### config.mk
export PLATFORM = sky130hd
export DESIGN_NAME = tec_timer
export DESIGN_NICKNAME = d
export VERILOG_FILES = /design/src/verilog/tec_pin_sync.v /design/src/verilog/tec_prescaler.v /design/src/verilog/tec_timer.v
export VERILOG_INCLUDE_DIRS = /design/src /design/src/include
export SDC_FILE = /design/constraint.sdc
export NUM_CORES = 1
export LEC_CHECK = 0
export BUFFER_PORTS_ARGS = -buffer_cell sky130_fd_sc_hd__buf_2
export CORE_MARGIN = 2
export CORE_UTILIZATION = 36
export DETAILED_ROUTE_END_ITERATION = 8
export GPL_TIMING_DRIVEN = 1
export HOLD_SLACK_MARGIN = 0.03
export PLACE_DENSITY = 0.54
export SETUP_SLACK_MARGIN = 0.4
export SYNTH_ARGS = -nofsm -noshare
export SYNTH_HDL_FRONTEND = slang
export SYNTH_SLANG_ARGS = --single-unit
### constraint.sdc
create_clock -name clk -period 2.45 [get_ports clk]
set_input_delay 0.3675 -clock clk [delete_from_list [all_inputs] [get_ports clk]]
set_output_delay 0.3675 -clock clk [all_outputs]
set_load 0.05 [all_outputs]
### src/include/tec_regs.vh
// How it works
// - one 8-bit up counter, three modes
// - timer and capture count prescaled system clock
// - event mode counts selected pin edges
// - each accepted clock or edge adds one
// - count FFH advancing raises overflow interrupt
// - overflow reloads preload, keeps counting
// - reading count register returns live count
// - write while stopped also loads counter
// - write while running updates preload, not counter
// - preload register has no reset value
// - mode field sits in control bits 7:6
// - control bit 4 is run enable
// - modes 00 none, 01 event, 10 timer, 11 capture
// - event edge select 0 rising, 1 falling
// - capture edge select sets start/stop edges
// - prescaler codes 0..7 divide 1..128
`ifndef TEC_REGS_VH
`define TEC_REGS_VH

// ****************************************************************
// register offsets
// ****************************************************************
`define TEC_ADDR_W       4
`define TEC_OFS_COUNT    4'h0
`define TEC_OFS_CONTROL  4'h1
`define TEC_OFS_STATUS   4'h2
`define TEC_OFS_MASK     4'h3

// ****************************************************************
// control fields
// ****************************************************************
`define TEC_CTL_MODE_HI  7
`define TEC_CTL_MODE_LO  6
`define TEC_CTL_RUN      4
`define TEC_CTL_EDGE     3
`define TEC_CTL_PSC_HI   2
`define TEC_CTL_PSC_LO   0
`define TEC_CTL_WMASK    8'hDF
`define TEC_CTL_RESET    8'h08

`define TEC_MODE_NONE    2'h0
`define TEC_MODE_EVENT   2'h1
`define TEC_MODE_TIMER   2'h2
`define TEC_MODE_CAPTURE 2'h3

// ****************************************************************
// status and mask fields
// ****************************************************************
`define TEC_ST_OVF       0
`define TEC_ST_CAP       1
`define TEC_ST_MEAS      2
`define TEC_ST_RESET     2'h0
`define TEC_MASK_RESET   2'h0

// ****************************************************************
// prescaler and synchroniser
// ****************************************************************
`define TEC_PSC_W        7
`define TEC_SYNC_SETTLE  2'h3

`endif

### src/verilog/tec_pin_sync.v
`timescale 1ns/1ps
module tec_pin_sync (
  clk,
  resetn,
  pin,
  rise,
  fall
);
`include "tec_regs.vh"
  input  wire clk;
  input  wire resetn;
  input  wire pin;
  output wire rise;
  output wire fall;

  reg       sync_a;
  reg       sync_b;
  reg       last;
  reg [1:0] settle;

  // settle hides the edge the reset value of last would fake
  always @(posedge clk or negedge resetn) begin
    if (!resetn) begin
      sync_a <= 1'b0;
      sync_b <= 1'b0;
      last   <= 1'b0;
      settle <= 2'h0;
    end else begin
      sync_a <= pin;
      sync_b <= sync_a;
      last   <= sync_b;
      if (settle != `TEC_SYNC_SETTLE)
        settle <= settle + 2'h1;
    end
  end

  // edges come only from the second stage, so each counts once
  assign rise = (settle == `TEC_SYNC_SETTLE) & sync_b & ~last;
  assign fall = (settle == `TEC_SYNC_SETTLE) & ~sync_b & last;
endmodule

### src/verilog/tec_prescaler.v
`timescale 1ns/1ps
module tec_prescaler #(
  parameter PW = 7
) (
  input  wire       clk,
  input  wire       resetn,
  input  wire       enable,
  input  wire [2:0] ratio_select,
  output wire       tick
);
  reg  [PW-1:0] div_cnt;
  wire [PW-1:0] ratio_mask;

  // restart from zero so the first tick after enable is a full period
  always @(posedge clk or negedge resetn) begin
    if (!resetn)
      div_cnt <= {PW{1'b0}};
    else if (!enable)
      div_cnt <= {PW{1'b0}};
    else
      div_cnt <= div_cnt + {{(PW-1){1'b0}}, 1'b1};
  end

  // code n gives a tick every 2**n cycles
  assign ratio_mask = ~({PW{1'b1}} << ratio_select);
  assign tick       = enable & ((div_cnt & ratio_mask) == ratio_mask);
endmodule

### src/verilog/tec_timer.v
// Added by the designer: the plain strobed port and the register offsets.
`timescale 1ns/1ps
module tec_timer #(
  parameter CW = 8
) (
  clk,
  resetn,
  external_count_pin,
  reg_addr,
  reg_wdata,
  reg_wr,
  reg_rd,
  reg_rdata,
  irq
);
`include "tec_regs.vh"
  input  wire                   clk;
  input  wire                   resetn;
  input  wire                   external_count_pin;
  input  wire [`TEC_ADDR_W-1:0] reg_addr;
  input  wire [7:0]             reg_wdata;
  input  wire                   reg_wr;
  input  wire                   reg_rd;
  output reg  [7:0]             reg_rdata;
  output reg                    irq;

  // ****************************************************************
  // capture state machine encoding
  // ****************************************************************
  localparam PW_IDLE = 3'b001;
  localparam PW_MEAS = 3'b010;
  localparam PW_DONE = 3'b100;

  // ****************************************************************
  // storage
  // ****************************************************************
  reg  [7:0]    timer_control;
  reg  [CW-1:0] count;
  reg  [CW-1:0] preload;
  reg  [1:0]    status;
  reg  [1:0]    mask;
  reg  [2:0]    pw_state;

  // ****************************************************************
  // next values
  // ****************************************************************
  reg  [CW-1:0] next_count;
  reg  [1:0]    next_status;
  reg  [2:0]    next_pw_state;
  reg  [7:0]    next_rdata;
  reg           count_tick;
  reg  [7:0]    next_control;
  reg  [1:0]    next_mask;
  reg  [CW-1:0] next_preload;

  // ****************************************************************
  // decoded fields and strobes
  // ****************************************************************
  wire [1:0]    mode_select;
  wire          mode_select_high;
  wire          mode_select_low;
  wire          count_run_enable;
  wire          active_edge_select;
  wire [2:0]    prescaler_ratio_select;
  wire          prescaler_input_clock;
  wire          internal_mode;
  wire          capture_mode;
  wire          mode_timer;
  wire          run_capture;
  wire          pw_measuring;
  wire          event_edge;
  wire          load_stopped;
  wire          psc_tick;
  wire          pin_rise;
  wire          pin_fall;
  wire          start_edge;
  wire          stop_edge;
  wire          count_full;
  wire          overflow;
  wire          capture_done;
  wire          wr_count;
  wire          wr_control;
  wire          wr_status;
  wire          wr_mask;

  // ****************************************************************
  // control field decode
  // ****************************************************************
  assign mode_select_high       = timer_control[`TEC_CTL_MODE_HI];
  assign mode_select_low        = timer_control[`TEC_CTL_MODE_LO];
  assign mode_select            = {mode_select_high, mode_select_low};
  assign count_run_enable       = timer_control[`TEC_CTL_RUN];
  assign active_edge_select     = timer_control[`TEC_CTL_EDGE];
  assign prescaler_ratio_select =
    timer_control[`TEC_CTL_PSC_HI:`TEC_CTL_PSC_LO];

  // ****************************************************************
  // mode decode
  // ****************************************************************
  // mode 00 leaves every decoded flag low, so nothing counts
  assign mode_timer    = (mode_select == `TEC_MODE_TIMER);
  assign capture_mode  = (mode_select == `TEC_MODE_CAPTURE);
  assign internal_mode = mode_timer | capture_mode;
  assign run_capture   = count_run_enable & capture_mode;

  // ****************************************************************
  // bus write decode
  // ****************************************************************
  assign wr_count   = reg_wr & (reg_addr == `TEC_OFS_COUNT);
  assign wr_control = reg_wr & (reg_addr == `TEC_OFS_CONTROL);
  assign wr_status  = reg_wr & (reg_addr == `TEC_OFS_STATUS);
  assign wr_mask    = reg_wr & (reg_addr == `TEC_OFS_MASK);

  // ****************************************************************
  // clock sources
  // ****************************************************************
  tec_pin_sync u_pin_sync (
    .clk    (clk),
    .resetn (resetn),
    .pin    (external_count_pin),
    .rise   (pin_rise),
    .fall   (pin_fall)
  );

  // the divider only runs while the internal clock is in use,
  // so a stopped timer restarts with a full prescaler period
  assign prescaler_input_clock = count_run_enable & internal_mode;

  tec_prescaler #(
    .PW (`TEC_PSC_W)
  ) u_prescaler (
    .clk          (clk),
    .resetn       (resetn),
    .enable       (prescaler_input_clock),
    .ratio_select (prescaler_ratio_select),
    .tick         (psc_tick)
  );

  // ****************************************************************
  // capture edges
  // ****************************************************************
  // select 0 measures a low pulse, select 1 a high pulse
  assign start_edge = active_edge_select ? pin_rise : pin_fall;
  assign stop_edge  = active_edge_select ? pin_fall : pin_rise;

  // in event mode select 0 counts rising edges, 1 falling ones
  assign event_edge   = active_edge_select ? pin_fall : pin_rise;

  // the measuring state is the middle bit of the one-hot code
  assign pw_measuring = pw_state[1];

  // ****************************************************************
  // count enable per mode
  // ****************************************************************
  // event mode counts pin edges; timer and capture modes count prescaler ticks
  always @* begin
    count_tick = 1'b0;
    case (mode_select)
      `TEC_MODE_EVENT: begin
        count_tick = count_run_enable & event_edge;
      end
      `TEC_MODE_TIMER: begin
        count_tick = count_run_enable & psc_tick;
      end
      `TEC_MODE_CAPTURE: begin
        count_tick = count_run_enable & psc_tick &
                     pw_measuring;
      end
      default: begin
        count_tick = 1'b0;
      end
    endcase
  end

  assign count_full = (count == {CW{1'b1}});
  assign overflow   = count_tick & count_full;
  assign capture_done = run_capture & pw_measuring & stop_edge;
  // a write while running reaches the preload, not the count
  assign load_stopped = wr_count & ~count_run_enable;

  // ****************************************************************
  // counter
  // ****************************************************************
  always @* begin
    next_count = count;
    if (load_stopped)
      next_count = reg_wdata[CW-1:0];
    else if (overflow)
      next_count = preload;
    else if (count_tick)
      next_count = count + {{(CW-1){1'b0}}, 1'b1};
  end

  // with run low no tick or reload reaches the count; only a count write changes it
  always @(posedge clk or negedge resetn) begin
    if (!resetn)
      count <= {CW{1'b0}};
    else
      count <= next_count;
  end

  // every count write lands here, running or not; an overflow in the
  // same cycle still reloads the value from before the write
  always @* begin
    next_preload = preload;
    if (wr_count)
      next_preload = reg_wdata[CW-1:0];
  end

  // no reset: contents are unknown until software writes them
  always @(posedge clk) begin
    preload <= next_preload;
  end

  // ****************************************************************
  // control register
  // ****************************************************************
  // bit 5 has no storage behind it and always reads zero
  always @* begin
    next_control = timer_control;
    if (wr_control)
      next_control = reg_wdata & `TEC_CTL_WMASK;
  end

  always @(posedge clk or negedge resetn) begin
    if (!resetn)
      timer_control <= `TEC_CTL_RESET;
    else
      timer_control <= next_control;
  end

  // ****************************************************************
  // pulse width capture sequencer
  // ****************************************************************
  always @* begin
    next_pw_state = pw_state;
    if (!run_capture) begin
      next_pw_state = PW_IDLE;
    end else begin
      case (pw_state)
        PW_IDLE: begin
          if (start_edge)
            next_pw_state = PW_MEAS;
        end
        PW_MEAS: begin
          if (stop_edge)
            next_pw_state = PW_DONE;
        end
        PW_DONE: begin
          // held until a count write, or run or capture mode going off, re-arms it,
          // so the measured width is not overwritten
          if (wr_count)
            next_pw_state = PW_IDLE;
        end
        default: begin
          next_pw_state = PW_IDLE;
        end
      endcase
    end
  end

  always @(posedge clk or negedge resetn) begin
    if (!resetn)
      pw_state <= PW_IDLE;
    else
      pw_state <= next_pw_state;
  end

  // ****************************************************************
  // interrupt status and mask
  // ****************************************************************
  // a new event in the clearing cycle wins over the clear
  always @* begin
    next_status = status;
    if (wr_status)
      next_status = status & ~reg_wdata[1:0];
    next_status[`TEC_ST_OVF] = next_status[`TEC_ST_OVF] |
                               overflow;
    next_status[`TEC_ST_CAP] = next_status[`TEC_ST_CAP] |
                               capture_done;
  end

  always @* begin
    next_mask = mask;
    if (wr_mask)
      next_mask = reg_wdata[1:0];
  end

  always @(posedge clk or negedge resetn) begin
    if (!resetn) begin
      status <= `TEC_ST_RESET;
      mask   <= `TEC_MASK_RESET;
    end else begin
      status <= next_status;
      mask   <= next_mask;
    end
  end

  // ****************************************************************
  // interrupt output
  // ****************************************************************
  // built from the next values so irq changes on the same edge as the
  // status and mask flops; a registered output costs no extra cycle
  always @(posedge clk or negedge resetn) begin
    if (!resetn)
      irq <= 1'b0;
    else
      irq <= |(next_status & next_mask);
  end

  // ****************************************************************
  // read port
  // ****************************************************************
  // zero outside the answer cycle lets other reads share one bus
  always @* begin
    next_rdata = 8'h00;
    if (reg_rd) begin
      case (reg_addr)
        `TEC_OFS_COUNT: begin
          next_rdata[CW-1:0] = count;
        end
        `TEC_OFS_CONTROL: begin
          next_rdata = timer_control;
        end
        `TEC_OFS_STATUS: begin
          next_rdata = {5'h00, pw_measuring, status};
        end
        `TEC_OFS_MASK: begin
          next_rdata = {6'h00, mask};
        end
        default: begin
          next_rdata = 8'h00;
        end
      endcase
    end
  end

  // data stand only in the cycle after the strobe, zero otherwise
  always @(posedge clk or negedge resetn) begin
    if (!resetn)
      reg_rdata <= 8'h00;
    else
      reg_rdata <= next_rdata;
  end
endmodule
==> results.txt, run 1 <==
Vias in the first global route: 1665
Power density over the cells: 763.0 nW/um^2
Arr. time, crit path: 2.14 ns
Synth unique cells: 48
Total GRT Usage: 15.87%
Total number of vias: 1694
Crit path time final: 1.935 ns
Synth Flop Type: dfrtp_1
Leakage: 0.001185 uW
Top cell type by total area after synthesis: dfrtp_1
Fillers: 624
Final WS setup: 0.5146 ns
WL per Instance: 16.82 um
Clock transition at the registers of the reported paths: 0.10 ns
Logic pwr share: 20.6%
Worst path required time: 2.65 ns
Layout Skew: 0.006528 ns
Worst skew pair latency: 0.31 ns
FF-to-FF path depth: 7
Pint: 1396 uW
Clock network fraction of design power: 23.7%
Final Cycle Share: 79.00%
H-tree levels: 2
Post-synth EDFFs: 8
Layout cells sized above 1: 26.05%
Worst slew margin: 65.62%
Capturing element type of the critical path: flip-flop
Port Buffers: 25
CTS tree: done
Routability Congestion: 0.7940
Final setup TNS: 0 ns
Setup crit start kind: flip-flop
Register share of total power: 55.7%
Max frequency: 516.7 MHz
Crit. Startpoint: count[0]
Synthesized area per cell: 11.72 um^2
Ys async rst share: 84.31%
CTS Buffer Depth: 2
Status: completed
Post-Synthesis Cells: 203
Worst r2r dst: count[2]
VDD IR max: 0.3453 mV
RSZ-0062 raised after global routing: no
Synth top area share: 43.14%
Setup violations, final: 0
Setup Fix Bufs, Post-CTS: 0
Setup slack, reg-to-reg: 0.51 ns
Final Hold Vio Count: 0
I/O pins: 26
Area growth syn-to-layout: 14.26%
Register area share after synthesis: 55.44%
Post-DP HPWL: 3778 um
Synthesized cell area: 2379 um^2
Iter 0 DRT Violations: 110
CTS buffer count: 5
Die area: 7274 um^2
Slew Viols, Final: 0
Total gr overflow: 0
TritonRoute pass-1 iters: 4
CP endpoint: count[2]
Syn nets: 223
Routed vias/inst: 5.378
Register bit total from synthesis: 51
Die width: 85.29 um
Cell row count: 29
CTS Sinks: 51
# DRC: 0
Non-filler cells, final: 315
Largest net degree at the start of global routing: 21
Die extent in y: 85.29 um
Placed cells: 306
Core area: 6386 um^2
Nets: 257
Initial antenna violation count: 0
Drt total wl: 5297 um
Sw Ratio: 32.67%
R2r startpoint: count[0]
Max capacitance violation total: 0
Initial Util: 37.25%
Crit-path max FO: 6
Top cells by area, synth: dfrtp_1 (43%), edfxtp_1 (10%), mux2_2 (4.3%)
Pre-CTS setup slack: 0.4058 ns
Worst hold path type: in -> reg
Final ANT Viol Nets: 0
Least-Margin Pin Slew: 0.5151 ns
Psw: 677.4 uW
CP Class: reg -> reg
Warnings, synthesis: 0
Diode count: 0
Root buffer cell: clkbuf_8
Global-route wire length before repair: 8901 um
## flip-flops by register name, indices dropped and copies added, names as in the netlist, 2 cells and up
signal and flops:
count 8, mask 2, preload 8, pw_state 3, reg_rdata 8, status 2, timer_control 7, u_pin_sync.settle 2
u_prescaler.div_cnt 7
## synthesized netlist by cell type (5+ instances only)
cell type	count
dfrtp_1	41
nor2_1	21
nand2_1	13
mux2_2	9
a21oi_1	8
and3_1	8
edfxtp_1	8
nand3_1	8
a221o_1	7
mux2i_1	6
o21ai_0	6
nand4_1	5
xor2_1	5
## how the worst min path moves through the flow
stage                       startpoint           endpoint  depth (start not counted)
detailed placement              resetn   timer_control[7]                          1
finish              external_count_pin  u_pin_sync.sync_a                          1
global placement                resetn   timer_control[7]                          1
global route        external_count_pin  u_pin_sync.sync_a                          1
floorplan                       resetn           count[0]                          0
CTS                 external_count_pin  u_pin_sync.sync_a                          1
## cell families (layout without fill, tap and decap cells)
family	after synthesis	after routing	synth area share, %
compound gates	40	40	12.26
xor+xnor	8	8	2.946
fa+ha+maj	3	3	1.578
buf+inv	8	43	1.999
flops	51	51	55.44
mux	17	17	8.680
simple gates	76	76	17.10
## power by group through the flow
stage          registers (uW)  clock network, uW  logic [uW]
2_1_floorplan            1140                  0         287
3_3_place_gp             1170                  0         425
3_5_place_dp             1170                  0         423
4_1_cts                  1150                503         426
5_1_grt                  1170                539         474
6_report                 1160                491         426
## per-layer routing
metal  track usage [%]  vias up  share of wire, %
li1                  -      823                 -
met1             23.54      841                49
met2             23.30       22                47
met3             2.918        8               2.8
met4             5.483        0               1.4
met5                 0        -                 0
## critical path, cell delays in order, from the launching register on
cell and delay [ns]:
dfrtp_2 0.46, ha_1 0.24, and3_1 0.22, and3_1 0.22, and3_1 0.23, a21oi_1 0.15
nor2_1 0.05, a221o_1 0.26
## cells in the final DEF, fill, tap and decap left out, types with 5 or more instances in the layout
cell type and instances:
edfxtp_1 8, nor2_1 21, buf_4 6, o21ai_0 6, mux2i_1 6, nand4_1 5
xor2_1 5, a221o_1 7, nand2_1 13, and3_1 8, mux2_2 9, a21oi_1 8
dfrtp_1 40, clkbuf_8 5, nand3_1 8, buf_2 25
## layout make-up
cell class / count / area [um^2] / area share [%]
clock inverter: 2 / 12.51 / 0.4604
clock buffer: 6 / 72.57 / 2.670
tap: 77 / 96.34 / 3.545
inverter: 3 / 11.26 / 0.4144
sequential: 51 / 1320 / 48.57
timing repair buffer: 32 / 180.2 / 6.630
multi-input combinational: 144 / 1025 / 37.71
## timing repair
item | CTS | global route
setup endpoints to repair | 1 | 6
resized for setup | 1 | 2
hold endpoints to repair | 11 | 0
hold buffers | 1 | 0
## per-stage QoR
step | util [%] | total power, uW | cell area (um^2) | hold WS, ns
2_1_floorplan | - | 1427 | 2379 | 0.07191
3_3_place_gp | 40.85 | 1593 | 2609 | 0.2705
3_5_place_dp | 40.85 | 1590 | 2609 | 0.2722
4_1_cts | 42.36 | 2080 | 2705 | 0.1522
5_1_grt | 42.55 | 2188 | 2718 | 0.1460
6_report | 42.55 | 2074 | 2718 | 0.1580
Power figures use the tool's default switching activity.
==> run 2, diff against run 1 <==
ABC_AREA = 1   (was default)
clock period = 1.9 ns   (was 2.45 ns; I/O delays follow)
==> results.txt, run 2 <==
Nets: 341 (+33%)
Worst path required time: 2.09 ns (-0.56 ns)
WL per Instance: 14.10 um (-16%)
Ys async rst share: 84.31% (unchanged)
Clock transition at the registers of the reported paths: 0.10 ns (about the same)
CP Class: reg -> reg
RSZ-0062 raised after global routing: yes
Leakage: 0.001445 uW (+22%)
Most frequent cells in the layout: nand2_1 (63), dfrtp_1 (37), inv_1 (26)
CTS Buffer Depth: 2 (unchanged)
Final Cycle Share: 84.71% (+5.7 points)
Max capacitance violation total: 0 (unchanged)
Area growth syn-to-layout: 22.42%
Worst hold path type: in -> async
Commonest non-fill, non-tap cell in the layout: nand2_1
Placed cells: 381 (+25%)
Worst skew pair latency: 0.30 ns (about the same)
CTS Sinks: 51 (unchanged)
Max frequency: 621.3 MHz (+20%)
Fin Hold WS: 0.03900 ns (-0.1190 ns)
Arr. time, crit path: 1.80 ns (-0.34 ns)
Post-Synthesis Cells: 272 (+34%)
VDD IR max: 0.3448 mV (-0.14%)
Least-Margin Pin Slew: 0.5619 ns (+0.04684 ns)
Register area share after synthesis: 52.99% (-2.5 points)
Capturing element type of the critical path: flip-flop
Synth top area share: 41.23% (-1.9 points)
Warnings, synthesis: 0 (unchanged)
Final Hold Vio Count: 0 (unchanged)
H-tree levels: 2 (unchanged)
Die extent in y: 87.15 um (+2.2%)
TritonRoute pass-1 iters: 5 (+1)
Top cells by area, synth: dfrtp_1 (41%), nand2_1 (11%), edfxtp_1 (9.7%)
Port Buffers: 25 (unchanged)
Synth Flop Type: dfrtp_1
Worst slew margin: 62.54% (-3.1 points)
Setup violations, final: 0 (unchanged)
Syn nets: 292 (+31%)
Leading registers by flop count: count x8, preload x8, reg_rdata x8
CTS buffer count: 5 (unchanged)
Post-DP HPWL: 3998 um (+5.8%)
CP cell instances: ha_2 -> nand2_2 -> nor2_4 -> nand3_4 -> nor2_8 -> inv_4 -> or2_1 -> o211ai_1 -> nand3_1
Initial antenna violation count: 0 (unchanged)
Post-layout util: 45.09% (+2.5 points)
Top cell type by total area after synthesis: dfrtp_1
Max incr delay on CP: 0.38 ns (-0.08 ns)
Synthesized cell area: 2489 um^2 (+4.6%)
Post-synth EDFFs: 8 (unchanged)
Vias in the first global route: 1880 (+13%)
Synthesized area per cell: 9.149 um^2 (-22%)
Iter 0 DRT Violations: 116 (+5.5%)
Non-filler cells, final: 402 (+28%)
Most common cell in the netlist: nand2_1
Crit. Startpoint: count[0]
Synth unique cells: 35 (-27%)
Diode count: 0 (unchanged)
Slew Viols, Final: 0 (unchanged)
Total power: 2895 uW (+40%)
Setup crit start kind: flip-flop
Register bit total from synthesis: 51 (unchanged)
R2r startpoint: count[0]
Global-route wire length before repair: 9266 um (+4.1%)
Synth top cells by count: nand2_1 (73), dfrtp_1 (41), inv_1 (28)
Cell row count: 30 (+3.4%)
Layout Skew: 0.01149 ns (+0.004967 ns)
CP max-delay cell: dfrtp_1
Root buffer cell: clkbuf_8
Total number of vias: 1949 (+15%)
Die width: 87.15 um (+2.2%)
Routability Congestion: 0.8529 (+7.4%)
Crit path time final: 1.609 ns (-0.3259 ns)
Core area: 6756 um^2 (+5.8%)
Status: completed
Total GRT Usage: 16.07% (+0.21 points)
CTS tree: done
# DRC: 0 (unchanged)
Power density over the cells: 950.3 nW/um^2 (+25%)
Crit-path max FO: 6 (unchanged)
Layout cells sized above 1: 31.06% (+5.0 points)
Final setup TNS: 0 ns (unchanged)
Total gr overflow: 0 (unchanged)
Final ANT Viol Nets: 0 (unchanged)
Drt total wl: 5667 um (+7.0%)
Die area: 7594 um^2 (+4.4%)
Largest net degree at the start of global routing: 44 (+110%)
Routed vias/inst: 4.848 (-9.8%)
I/O pins: 26 (unchanged)
Initial Util: 36.83% (-0.41 points)
run 2: cell count changes after synthesis, moves of 5 or more:
cell      before  now
nand2_1       13   73
inv_1          3   28
and3_1         8    0
mux2_2         9    1
nand3_1        8   16
a221o_1        7    0
mux2i_1        6    0
o21ai_0        6   12
inv_2          0    5
o211ai_1       1    6
run 2: worst max-delay path, delay by kind of cell, from the launching register on:
| family | cells | cell delay [ns] |
|---|---|---|
| AOI/OAI and AO/OA | 1 | 0.09 |
| and+or+nand+nor | 6 | 0.77 |
| adders and majority gates | 1 | 0.20 |
| buffers and inverters | 1 | 0.06 |
| DFF | 1 | 0.38 |
run 2: layout make-up:
type	instances	area [um^2]
Inverter	34	132.6
Fill cell	675	3710
Clock buffer	8	100.1
Tap cell	80	100.1
Timing Repair Buffer	42	252.7
Sequential cell	51	1324
Multi-Input combinational cell	187	1137
run 2: per-layer routing:
metal	GRT usage [%]	part of all wire, %	up-vias
li1	-	-	984
met1	21.02	47	917
met2	26.51	48	42
met3	3.412	3.4	6
met4	5.455	1.9	0
met5	0	0	-
run 2: cells by family (layout without fill, tap and decap cells):
logic type / count (synthesis) / in the layout / share of synthesized area, %
DFF: 51 / 51 / 52.99
xor gates and xnor gates: 8 / 8 / 2.816
buffers and inverters: 34 / 84 / 5.229
and+or+nand+nor: 133 / 133 / 25.49
AOI/OAI and AO/OA: 38 / 38 / 9.100
muxes: 5 / 5 / 2.866
adders and majority gates: 3 / 3 / 1.508
run 2: what timing repair did:
item | CTS | global route
buffers inserted | 9 | 4
hold buffers | 0 | 0
pin swaps | 8 | 14
setup endpoints to repair | 11 | 13
resized for setup | 8 | 26
gates cloned | 0 | 0
run 2: stage by stage:
stage	cell area (um^2)	setup slack, ns
detailed placement	2754	0.1427
global placement	2754	0.1670
global route	3047	0.1721
CTS	2943	0.2405
finish	3047	0.2906
floorplan	2499	0.3724
run 2: power breakdown:
| group | switching, uW | internal [uW] | total (uW) | leakage (uW) |
|---|---|---|---|---|
| registers | 186 | 1280 | 1460 | 0.000614 |
| clock network | 352 | 333 | 686 | 0.0000515 |
| logic | 441 | 306 | 747 | 0.000780 |
| total | 979 | 1920 | 2900 | 0.00144 |
run 2: final timing paths:
kind | end | slack, ns | cells past startpoint
worst min register to register | u_pin_sync.sync_b | 0.37 | 0
worst min-delay path | u_prescaler.div_cnt[1] | 0.04 | 2
worst max register to register | count[1] | 0.29 | 9
max in group asynchronous | timer_control[4] | 1.44 | 2
worst max-delay path | count[1] | 0.29 | 9
min in group clk | u_pin_sync.sync_a | 0.09 | 1
==> run 3, diff against run 2 <==
ABC_AREA = 0   (was 1)
clock period = 1.65 ns   (was 1.9 ns; I/O delays follow)
==> results.txt, run 3 (synthesized netlist as in run 1, its figures left out) <==
Status: finished with violations
Failing checks: negative setup slack
Register share of total power: 48.3% (-2.2 points)
Layout Skew: 0.004592 ns (-0.006902 ns)
Vias in the first global route: 1976 (+5.1%)
Total GRT Usage: 16.71% (+0.64 points)
# DRC: 0 (unchanged)
Worst hold path type: in -> reg
Most frequent cells in the layout: buf_4 (43), dfrtp_1 (41), buf_2 (25)
Post-DP HPWL: 4111 um (+2.8%)
Drt total wl: 5741 um (+1.3%)
Final WS setup: -0.1161 ns (-0.4067 ns)
Port Buffers: 25 (unchanged)
Largest net degree at the start of global routing: 44 (unchanged)
Max frequency: 566.2 MHz (-8.9%)
Commonest non-fill, non-tap cell in the layout: buf_4
Clock network fraction of design power: 20.6% (-3.1 points)
Non-filler cells, final: 357 (-11%)
Setup violations, final: 8 (+8)
Area growth syn-to-layout: 32.51%
Fin Hold WS: 0.04645 ns (+0.007445 ns)
Crit path time final: 1.766 ns (+0.1567 ns)
Total number of vias: 1904 (-2.3%)
Worst path required time: 1.84 ns (-0.25 ns)
CTS buffer count: 5 (unchanged)
Max capacitance violation total: 0 (unchanged)
Nets: 299 (-12%)
H-tree levels: 2 (unchanged)
Global-route wire length before repair: 9535 um (+2.9%)
Least-Margin Pin Slew: 0.3438 ns (-0.2182 ns)
Cell row count: 29 (-3.3%)
Die extent in y: 85.29 um (-2.1%)
Root buffer cell: clkbuf_8
Total gr overflow: 0 (unchanged)
CTS Sinks: 51 (unchanged)
Crit-path max FO: 6 (unchanged)
Initial Util: 37.25% (+0.41 points)
Final setup TNS: -0.7567 ns (-0.7567 ns)
I/O pins: 26 (unchanged)
Iter 0 DRT Violations: 81 (-30%)
Core area: 6386 um^2 (-5.5%)
Slew Viols, Final: 0 (unchanged)
Max incr delay on CP: 0.58 ns (+0.20 ns)
CTS tree: done
Clock transition at the registers of the reported paths: 0.09 ns (about the same)
Capturing element type of the critical path: flip-flop
Layout cells sized above 1: 42.14% (+11 points)
Setup crit start kind: flip-flop
Placed cells: 340 (-11%)
CP max-delay cell: dfstp_2
Worst skew pair latency: 0.30 ns (about the same)
Post-layout util: 49.35% (+4.3 points)
Leading registers by flop count: count x8, preload x8, reg_rdata x8
CP Class: reg -> reg
Leakage: 0.001401 uW (-3.0%)
RSZ-0062 raised after global routing: yes
Arr. time, crit path: 1.95 ns (+0.15 ns)
Logic pwr share: 31.1% (+5.3 points)
Routability Congestion: 0.7920 (-7.1%)
Power density over the cells: 1069 nW/um^2 (+13%)
Die area: 7274 um^2 (-4.2%)
Final Cycle Share: 107.0% (+22 points)
Routed vias/inst: 5.333 (+10%)
TritonRoute pass-1 iters: 4 (-1)
WL per Instance: 16.08 um (+14%)
Psw: 1072 uW (+9.5%)
Diode count: 0 (unchanged)
Die width: 85.29 um (-2.1%)
Final ANT Viol Nets: 0 (unchanged)
Worst slew margin: 77.08% (+15 points)
Initial antenna violation count: 0 (unchanged)
Pint: 2298 uW (+20%)
Final Hold Vio Count: 0 (unchanged)
VDD IR max: 0.5754 mV (+67%)
Sw Ratio: 31.81% (-2.0 points)
CP cell instances: nand2_2 -> nor2_4 -> o21ai_2 -> o32a_4 -> nor2b_4 -> a221o_1
CTS Buffer Depth: 2 (unchanged)
==> run 3: final timing paths <==
check	slack (ns)	end	cells past startpoint	start
worst max-delay path	-0.12	count[4]	6	timer_control[3]
worst min-delay path	0.05	u_pin_sync.sync_a	1	external_count_pin
worst max register to register	-0.12	count[4]	6	timer_control[3]
worst min register to register	0.35	u_pin_sync.sync_b	0	u_pin_sync.sync_a
max in group asynchronous	0.95	timer_control[3]	3	resetn
min in group asynchronous	0.44	u_pin_sync.settle[1]	3	resetn
==> run 3: routing by layer <==
metal / GRT usage (%) / part of all wire, %
met1: 22.30 / 44
met2: 27.13 / 49
met3: 3.405 / 4.8
met4: 5.772 / 2.0
met5: 0 / 0
==> run 3: area by class of cell <==
type	count	area, um^2
fillers	572	3234
flip-flops and latches	51	1319
multi-input cells	144	1122
repair buffers	74	523.0
well taps	77	96.34
clock buffers	6	72.57
inverters	3	11.26
clock inverters	2	7.507
==> run 3: worst max-delay path, delay by kind of cell, from the launching register on <==
kind	cells	cell delay, ns
AOI/OAI and AO/OA	3	0.75
DFF	1	0.58
and+or+nand+nor	3	0.33
==> run 3: power groups by stage <==
stage	sequential, uW	combinational, uW	clock (uW)
3_5_place_dp	1650	940	0
4_1_cts	1630	994	710
2_1_floorplan	1700	440	0
6_report	1630	1050	694
3_3_place_gp	1640	936	0
5_1_grt	1660	1140	757
==> run 3: timing repair <==
action,CTS,global route
resized for setup,13,10
hold buffers,1,0
pin swaps,9,9
buffers inserted,5,3
endpoints found under the setup margin,15,19
hold endpoints to repair,41,0
==> run 3: stage by stage <==
step           power (uW)  worst slack (ns)  area (um^2)
2_1_floorplan        2140          -0.09398         2412
3_3_place_gp         2577           -0.1022         2910
3_5_place_dp         2589           -0.1536         2910
4_1_cts              3330           -0.1392         3085
5_1_grt              3549           -0.1813         3152
6_report             3371           -0.1161         3152
